### src/rtl/plsr_pkg.sv
// Purpose: Shared constants and types for the link status/receive port
// Assumes: Two control lines and an eight-line data bus toward the link
// Notes: Register map for the software port lives here
package plsr_pkg;
    localparam logic [1:0] CTL_IDLE = 2'h0;
    localparam logic [1:0] CTL_STATUS = 2'h1;
    localparam logic [1:0] CTL_RECEIVE = 2'h2;
    localparam logic [7:0] D_DATA_ON = 8'hff;
    localparam logic [7:0] D_ZERO = 8'h00;
    localparam logic [7:0] SPD_S100 = 8'h00;
    localparam logic [7:0] SPD_S200 = 8'h40;
    localparam logic [7:0] SPD_S400 = 8'h50;
    localparam logic [1:0] SPEED_100 = 2'h0;
    localparam logic [1:0] SPEED_200 = 2'h1;
    localparam logic [1:0] SPEED_400 = 2'h2;
    localparam logic [2:0] FLAG_CYCLES = 3'h2;
    localparam logic [2:0] FULL_CYCLES = 3'h7;
    localparam logic [2:0] REG_LAST_CYCLE = 3'h7;
    // Register offsets of the software port
    localparam logic [3:0] REG_CTRL = 4'h0;
    localparam logic [3:0] REG_STAT = 4'h1;
    localparam logic [3:0] REG_NODE = 4'h2;
    localparam logic [3:0] REG_REPORT = 4'h3;
    localparam logic [3:0] REG_RXCNT = 4'h4;
    localparam logic [7:0] CTRL_RESET = 8'h00;
    localparam int CTRL_ENABLE_BIT = 0;
    localparam int CTRL_FLAGS_LSB = 4;
    localparam int REPORT_PEND_BIT = 12;

    typedef struct packed {
        logic [1:0] ctl;
        logic [7:0] data;
    } plsr_link_s;

    typedef struct packed {
        logic [3:0] addr;
        logic [7:0] data;
    } plsr_reg_s;

    typedef enum logic [3:0] {
        ST_IDLE = 4'b0001,
        ST_STATUS = 4'b0010,
        ST_RECV = 4'b0100,
        ST_GAP = 4'b1000
    } plsr_state_e;
endpackage : plsr_pkg

### src/rtl/plsr_port.sv
// Purpose: Device side of the parallel port: status transfers and packet receive
// Assumes: Serial-bus events arrive as one-cycle pulses synchronous to mclk
// Notes: Receive always wins over status; status resumes after the idle gap
// What this block does
// - Start status only when interface idle
// - Status code 01 with first bit pair
// - Hold status, two bits per cycle
// - Packet arrival cuts status to receive
// - Two cycles flags, eight with register
// - Full word after read or register news
// - Send node-number register after self-identification
// - Flags delivered once driven, then cleared
// - Register delivered only after all bits
// - Retry while anything remains pending
// - Idle ends status; gap between transfers
// - Bits 0,1 report arbitration, subaction gaps
// - Bit 2 bus reset, bit 3 interrupt
// - Bits 4-7 address, 8-15 contents
// - Data prefix starts receive with data-on
// - Speed code precedes packet data
// - Hold receive to last symbol, then idle
// - Forward every packet whose prefix comes while enabled and not in the gap cycle, no filtering
// - Speed code excluded from packet protection
// - Speed and data-on codes, fixed fill bits
// - Idle cycle after every receive
// - Null packet: data-on then idle only
// - Receive code is 10
module plsr_port #(
    parameter int DATA_W = 8
) (
    input wire logic mclk,
    input wire logic resetn,
    input wire logic clk_en,
    // Serial-bus side events
    input wire logic ev_arb_gap,
    input wire logic ev_sub_gap,
    input wire logic ev_bus_reset,
    input wire logic ev_interrupt,
    input wire logic ev_selfid_done,
    input wire logic [3:0] node_reg_addr,
    input wire logic [7:0] node_reg_data,
    input wire logic rd_req,
    input wire logic [3:0] rd_addr,
    input wire logic [7:0] rd_data,
    input wire logic rx_prefix,
    input wire logic rx_start,
    input wire logic [1:0] rx_speed,
    input wire logic rx_valid,
    input wire logic [DATA_W-1:0] rx_symbol,
    input wire logic rx_end,
    // Software port
    input wire logic [3:0] sw_addr,
    input wire logic [7:0] sw_wdata,
    input wire logic sw_wr,
    input wire logic sw_rd,
    output logic [15:0] sw_rdata,
    // Link side
    output plsr_pkg::plsr_link_s link_q,
    output logic [1:0] iface_control_lines,
    output logic [DATA_W-1:0] link_data,
    output logic link_oe,
    output logic rd_busy
);
    plsr_pkg::plsr_state_e state_q;
    logic [3:0] flags_q;
    logic reg_pend_q;
    plsr_pkg::plsr_reg_s reg_q;
    logic [15:0] word_q;
    logic [2:0] cyc_q;
    logic full_q;
    logic [7:0] ctrl_q;
    logic [7:0] rx_cnt_q;
    logic [15:0] rdata_q;
    logic [1:0] ctl_q;
    logic [DATA_W-1:0] d_q;
    logic oe_q;
    logic [3:0] new_flags;
    logic [3:0] sent_flags;
    logic status_go;
    logic status_done;
    logic reg_done;
    logic enable;

    assign enable = ctrl_q[plsr_pkg::CTRL_ENABLE_BIT];
    // Flag positions follow the status word layout
    assign new_flags = {ev_interrupt, ev_bus_reset, ev_sub_gap, ev_arb_gap}
        | (sw_wr && sw_addr == plsr_pkg::REG_CTRL ?
           sw_wdata[plsr_pkg::CTRL_FLAGS_LSB +: 4] : 4'h0);
    // Start only from idle, never while a receive is arriving
    assign status_go = enable && state_q == plsr_pkg::ST_IDLE && !rx_prefix
        && ((|flags_q) || reg_pend_q);
    assign status_done = state_q == plsr_pkg::ST_STATUS && !rx_prefix
        && cyc_q == (full_q ? plsr_pkg::FULL_CYCLES : plsr_pkg::FLAG_CYCLES - 3'h1);
    assign reg_done = state_q == plsr_pkg::ST_STATUS && !rx_prefix
        && full_q && cyc_q == plsr_pkg::REG_LAST_CYCLE;

    // Flag bits driven on cycle 0 and 1 are delivered even if cut short
    always_comb begin
        sent_flags = 4'h0;
        if (status_go) begin
            sent_flags[1:0] = flags_q[1:0];
        end
        if (state_q == plsr_pkg::ST_STATUS && !rx_prefix && cyc_q == 3'h1) begin
            sent_flags[3:2] = word_q[3:2];
        end
    end

    // Pending flags: set wins over clear
    always_ff @(posedge mclk or negedge resetn) begin
        if (!resetn) begin
            flags_q <= 4'h0;
        end else if (clk_en) begin
            flags_q <= (flags_q & ~sent_flags) | new_flags;
        end
    end

    // Pending register report; new requests ignored until delivered
    always_ff @(posedge mclk or negedge resetn) begin
        if (!resetn) begin
            reg_pend_q <= 1'b0;
            reg_q <= '0;
        end else if (clk_en) begin
            if (!reg_pend_q && ev_selfid_done) begin
                reg_pend_q <= 1'b1;
                reg_q <= '{addr: node_reg_addr, data: node_reg_data};
            end else if (!reg_pend_q && rd_req) begin
                reg_pend_q <= 1'b1;
                reg_q <= '{addr: rd_addr, data: rd_data};
            end else if (reg_done) begin
                reg_pend_q <= 1'b0;
            end
        end
    end

    // Interface sequencer
    always_ff @(posedge mclk or negedge resetn) begin
        if (!resetn) begin
            state_q <= plsr_pkg::ST_IDLE;
            cyc_q <= 3'h0;
            full_q <= 1'b0;
            word_q <= 16'h0000;
        end else if (clk_en) begin
            case (state_q)
                plsr_pkg::ST_IDLE: begin
                    if (rx_prefix && enable) begin
                        state_q <= plsr_pkg::ST_RECV;
                    end else if (status_go) begin
                        state_q <= plsr_pkg::ST_STATUS;
                        cyc_q <= 3'h1;
                        full_q <= reg_pend_q;
                        word_q <= {reg_q.data, reg_q.addr, flags_q};
                    end
                end
                plsr_pkg::ST_STATUS: begin
                    if (rx_prefix) begin
                        state_q <= plsr_pkg::ST_RECV;
                    end else if (status_done) begin
                        state_q <= plsr_pkg::ST_GAP;
                    end else begin
                        cyc_q <= cyc_q + 3'h1;
                    end
                end
                plsr_pkg::ST_RECV: begin
                    if (rx_end) begin
                        state_q <= plsr_pkg::ST_GAP;
                    end
                end
                plsr_pkg::ST_GAP: begin
                    state_q <= plsr_pkg::ST_IDLE;
                end
                default: begin
                    state_q <= plsr_pkg::ST_IDLE;
                end
            endcase
        end
    end

    // Speed code on the data lines; no CRC is computed here at all
    function automatic logic [7:0] speed_code(input logic [1:0] spd);
        case (spd)
            plsr_pkg::SPEED_200: speed_code = plsr_pkg::SPD_S200;
            plsr_pkg::SPEED_400: speed_code = plsr_pkg::SPD_S400;
            default: speed_code = plsr_pkg::SPD_S100;
        endcase
    endfunction : speed_code

    // Registered link lines
    always_ff @(posedge mclk or negedge resetn) begin
        if (!resetn) begin
            ctl_q <= plsr_pkg::CTL_IDLE;
            d_q <= '0;
            oe_q <= 1'b0;
        end else if (clk_en) begin
            oe_q <= enable;
            d_q <= '0;
            ctl_q <= plsr_pkg::CTL_IDLE;
            case (state_q)
                plsr_pkg::ST_IDLE: begin
                    if (rx_prefix && enable) begin
                        ctl_q <= plsr_pkg::CTL_RECEIVE;
                        d_q <= '1;
                    end else if (status_go) begin
                        ctl_q <= plsr_pkg::CTL_STATUS;
                        d_q[1:0] <= flags_q[1:0];
                    end
                end
                plsr_pkg::ST_STATUS: begin
                    if (rx_prefix) begin
                        ctl_q <= plsr_pkg::CTL_RECEIVE;
                        d_q <= '1;
                    end else begin
                        // Pair cyc_q goes out now; the last pair is driven before the idle gap
                        ctl_q <= plsr_pkg::CTL_STATUS;
                        d_q[1:0] <= word_q[{cyc_q, 1'b0} +: 2];
                    end
                end
                plsr_pkg::ST_RECV: begin
                    if (!rx_end) begin
                        ctl_q <= plsr_pkg::CTL_RECEIVE;
                        if (rx_start) begin
                            d_q <= DATA_W'(speed_code(rx_speed));
                        end else if (rx_valid) begin
                            d_q <= rx_symbol;
                        end else begin
                            d_q <= '1;
                        end
                    end
                end
                default: begin
                    ctl_q <= plsr_pkg::CTL_IDLE;
                end
            endcase
        end
    end

    // Software registers
    always_ff @(posedge mclk or negedge resetn) begin
        if (!resetn) begin
            ctrl_q <= plsr_pkg::CTRL_RESET;
            rx_cnt_q <= 8'h00;
            rdata_q <= 16'h0000;
        end else if (clk_en) begin
            if (sw_wr && sw_addr == plsr_pkg::REG_CTRL) begin
                ctrl_q <= {4'h0, sw_wdata[3:0]};
            end
            if (state_q == plsr_pkg::ST_RECV && rx_end) begin
                rx_cnt_q <= rx_cnt_q + 8'h01;
            end
            rdata_q <= 16'h0000;
            if (sw_rd) begin
                case (sw_addr)
                    plsr_pkg::REG_CTRL: rdata_q <= {8'h00, ctrl_q};
                    plsr_pkg::REG_STAT: rdata_q <= {7'h00, reg_pend_q, 4'h0, state_q};
                    plsr_pkg::REG_NODE: rdata_q <= {4'h0, reg_q.addr, reg_q.data};
                    plsr_pkg::REG_REPORT: rdata_q <= {3'h0, reg_pend_q, 8'h00, flags_q};
                    plsr_pkg::REG_RXCNT: rdata_q <= {8'h00, rx_cnt_q};
                    default: rdata_q <= 16'h0000;
                endcase
            end
        end
    end

    always_ff @(posedge mclk or negedge resetn) begin
        if (!resetn) begin
            rd_busy <= 1'b0;
        end else if (clk_en) begin
            rd_busy <= reg_pend_q;
        end
    end

    assign sw_rdata = rdata_q;
    assign link_q = '{ctl: ctl_q, data: d_q[7:0]};
    assign iface_control_lines = ctl_q;
    assign link_data = d_q;
    assign link_oe = oe_q;
endmodule : plsr_port

### config.mk
export PLATFORM = sky130hd
export DESIGN_NAME = plsr_port
export DESIGN_NICKNAME = d
export VERILOG_FILES = /design/src/rtl/plsr_pkg.sv /design/src/rtl/plsr_port.sv
export SDC_FILE = /design/constraint.sdc
export NUM_CORES = 1
export LEC_CHECK = 0
export ABC_AREA = 0
export BUFFER_PORTS_ARGS = -buffer_cell sky130_fd_sc_hd__buf_2
export CAP_MARGIN = 20
export CORE_ASPECT_RATIO = 0.7
export CORE_MARGIN = 8
export CORE_UTILIZATION = 41
export CTS_BUF_LIST = sky130_fd_sc_hd__clkbuf_4
export DETAILED_ROUTE_END_ITERATION = 8
export PLACE_DENSITY = 0.66
export SETUP_SLACK_MARGIN = 0.4
export SYNTH_ARGS = -nofsm -noshare
export SYNTH_HDL_FRONTEND = slang
export SYNTH_SLANG_ARGS = --single-unit
### constraint.sdc
create_clock -name mclk -period 2.25 [get_ports mclk]
set_input_delay 0.5625 -clock mclk [delete_from_list [all_inputs] [get_ports mclk]]
set_output_delay 0.5625 -clock mclk [all_outputs]
set_load 0.005 [all_outputs]
==> summary.md <==
| Metric | Value |
|---|---|
| Status | `complete, no violations` |
| WL/cell | `between 15 and 20 um` |
| Fin util | `0.534` |
| Site Rows | `30` |
| TritonCTS buffer count | `9` |
| Initial Utilization | `0.415` |
| CTS sink cnt | `slightly below 80` |
| Hpwl dp | `between 7 and 8 mm` |
| Grt total ovfl | `0` |
| Global-route wire length before repair | `approximately 17 mm` |
| Highest Clock Rate | `roughly 0.51 GHz` |
| Gr busiest metal | `met2` |
| Total GRT Usage | `0.166` |
| CTS HTree Levels | `3` |
| WHS | `0.344 ns` |
| Yosys warns | `0` |
| CP Buf/Inv Count | `0` |
| Share of the synthesized area in the top cell type | `0.486` |
| Top-Level Pins | `just under 100` |
| Port bufs | `between 90 and 100` |
| CP Data Required Time | `roughly 2.6 ns` |
| Crit path kind | `reg -> reg` |
| Antenna-violating nets left | `0` |
| TritonCTS clock tree | `done` |
| Critical Path AT | `~2.3 ns` |
| Total vias in the final route | `a little over 3000` |
| R2R Setup Slk | `a little over 0.3 ns` |
| CTS clk-pin slew, worst paths | `~0.14 ns` |
| Worst Hold End | `ctrl_q[0]` |
| RSZ-0062 raised after global routing | `true` |
| Clock Tree Buf Depth | `2` |
| Met1 Use GR | `0.222` |
| Clk Latency, worst-skew pair | `approximately 0.44 ns` |
| Drt total wl | `around 10 mm` |
| Mux cell area share after synthesis | `0.154` |
| GP Congestion | `0.842` |
| Number of global-route vias before repair | `3319` |
| Combinational family with the most area after synthesis | `multiplexers` |
| Slew Viols, Final | `0` |
| Final Hold Viols | `0` |
| Post-synthesis compound-gate area fraction | `0.126` |
| Critical-path maximum fanout | `5` |
| Maximum VDD drop | `317 uV` |
| Met2 Usage GRT | `0.254` |
| Simple-gate share of the synthesized area | `0.135` |
| Design area | `roughly 0.005 mm2` |
| Core footprint | `0.00953 mm2` |
| Commonest cells post-synth | `dfrtp_1 (77), nand2_1 (29), o21ai_0 (24)` |
| Critical Path End Type | `flop` |
| P_leak | `2.40 nW` |
| GRT met3 Usage | `0.0544` |
| Layout Nets | `530` |
| Hold Path Origin | `sw_wdata[0]` |
| Final period utilization | `0.865` |
| Die Y | `roughly 100 um` |
| Ys flop type | `dfrtp_1` |
| FF-to-FF path depth | `5` |
| DIE AREA | `roughly 0.013 mm2` |
| Family with the most delay on the worst path | `simple AND/OR/NAND/NOR gates` |
| Max_cap viols | `0` |
| Hold Crit Depth | `2` |
| Die width | `between 100 and 150 um` |
| Reg-to-Reg End | `flags_q[2]` |
| Largest net degree at the start of global routing | `54` |
| EDFF count, synth | `0` |
| DRT Pass-1 Iters | `6` |
| Synth Register Bits | `between 70 and 80` |
| Pwr Density | `936 mW/mm2` |
| Post-Syn Area | `slightly below 0.004 mm2` |
| Max stage delay on crit path | `between 0.5 and 0.6 ns` |
| Initial antenna violation count | `0` |
| Total Neg Setup Slack | `0 ns` |
| Count of cell types in the netlist | `55` |
| ANT cells | `0` |
| CP max-delay cell | `or4b_4` |
| Register area share after synthesis | `0.493` |
| DRC | `0` |
| Cell count after synthesis | `about 350` |
| Vias/cell | `slightly above 5` |
| Clk root buf | `clkbuf_4` |
| Tmin final | `~1.9 ns` |
| Clk_skew | `between 0.02 and 0.025 ns` |
| Layout cells sized above 1 | `0.431` |
| Placed cell area | `0.00459 mm2` |
| Area Overhead vs Synth | `28.4%` |
| Filler cell count | `approximately 850` |
| FF-to-FF Start | `state_q[2]` |
| Adder-cell share of the synthesized area | `0.0158` |
| Count leader, synth | `dfrtp_1` |
| Post-synth top area cell | `dfrtp_1` |
| Setup violations, final | `0` |
| Critical-path cell list | `or4b_4, nand3b_4, nor3b_4, a21boi_1, a221o_1` |
| Synth Area in XOR/XNOR | `0.0177` |
| Worst Hold Class | `in -> reg` |
| Syn Area/Cell | `approximately 11 um2` |
| Asr flop ratio synth | `1.00` |
| Initial DRC count | `270` |
| Synth top area cells | `dfrtp_1 (49%), mux2_1 (5.1%), mux4_2 (4.5%)` |
| Critical Path Start Type | `flop` |
layout make-up:
class / count / area, um2 / area share
Inverter: 18 / 67.6 / 0.0133
Clock inverter: 7 / 96.3 / 0.0189
Sequential cell: 78 / 1960 / 0.385
Clock buffer: 9 / 67.6 / 0.0133
Timing Repair Buffer: 131 / 797 / 0.157
Tap cell: 128 / 160 / 0.0315
Multi-Input combinational cell: 226 / 1940 / 0.382
layout by cell type, fill, tap and decap left out, types with 3 or more instances in the layout:
cell type	count
nor2b_1	7
mux4_2	8
a22oi_1	6
a221o_1	6
conb_1	3
ha_1	5
buf_4	32
nor2_2	4
buf_2	94
clkbuf_4	9
o21ai_0	23
a21oi_1	17
nand2_1	27
nor2_1	10
nor3_1	3
o21ai_1	3
nand2b_1	7
mux2_4	11
xor2_1	3
mux2i_1	13
dfrtp_1	74
inv_1	18
xnor2_1	4
mux2_2	6
o22ai_1	4
dfrtp_2	3
mux2_1	9
cell families (layout without fill, tap and decap cells):
group                    Yosys count  count (layout)
adder cells (fa/ha/maj)            5               5
AO/OA/AOI/OAI                     74              74
XOR/XNOR                           8               8
other                              1               3
multiplexers                      47              47
buffers and inverters             46             165
AND/OR/NAND/NOR                   89              89
flip-flops                        78              78
report_power, final:
group | switching [W] | internal [W] | total [W]
Sequential | 0.000374 | 0.00181 | 0.00218
Combinational | 0.000691 | 0.000926 | 0.00162
Clock | 0.000510 | 0.000454 | 0.000964
layer usage:
layer | wire [um] | part of all wire
met3 | 821 | 0.080
met5 | 0 | 0
met1 | 4850 | 0.47
met2 | 4560 | 0.44
met4 | 82 | 0.0080
through the flow:
stage	total power, W	instances	worst slack, ns
6_report	0.00476	597	0.304
4_1_cts	0.00469	593	0.326
3_3_place_gp	0.00341	561	0.155
3_5_place_dp	0.00347	561	0.102
2_1_floorplan	0.00299	350	0.245
5_1_grt	0.00508	597	0.249
sequential cells by signal, indices dropped and copies added (netlist names), 2 cells and up:
register,flops
ctrl_q,4
cyc_q,3
flags_q,4
iface_control_lines,2
link_data,8
reg_q,12
rx_cnt_q,8
state_q,4
sw_rdata,13
word_q,16
repair_timing:
item                                    in CTS  in global routing
endpoints found under the hold margin       10                  0
hold buffers                                 1                  0
pin swaps                                    5                  5
cloned                                       1                  0
buffers inserted                            14                  4
endpoints found under the setup margin      32                 32
gates resized for setup                     24                 14
worst register-to-register path, stage by stage (launching register included):
cell      delay [ns]
dfrtp_2         0.48
or4b_4          0.58
nand3b_4        0.20
nor3b_4         0.22
a21boi_1        0.09
a221o_1         0.26
worst max-delay path by stage:
stage | slack [ns] | depth (start not counted) | from | end
floorplan | 0.25 | 6 | state_q[3] | state_q[2]
global placement | 0.16 | 5 | state_q[3] | state_q[3]
detailed placement | 0.10 | 5 | state_q[3] | state_q[3]
CTS | 0.33 | 5 | state_q[2] | flags_q[2]
global route | 0.25 | 5 | state_q[2] | flags_q[2]
finish | 0.30 | 5 | state_q[2] | flags_q[2]
No activity file was read; power rests on OpenSTA's default activity.
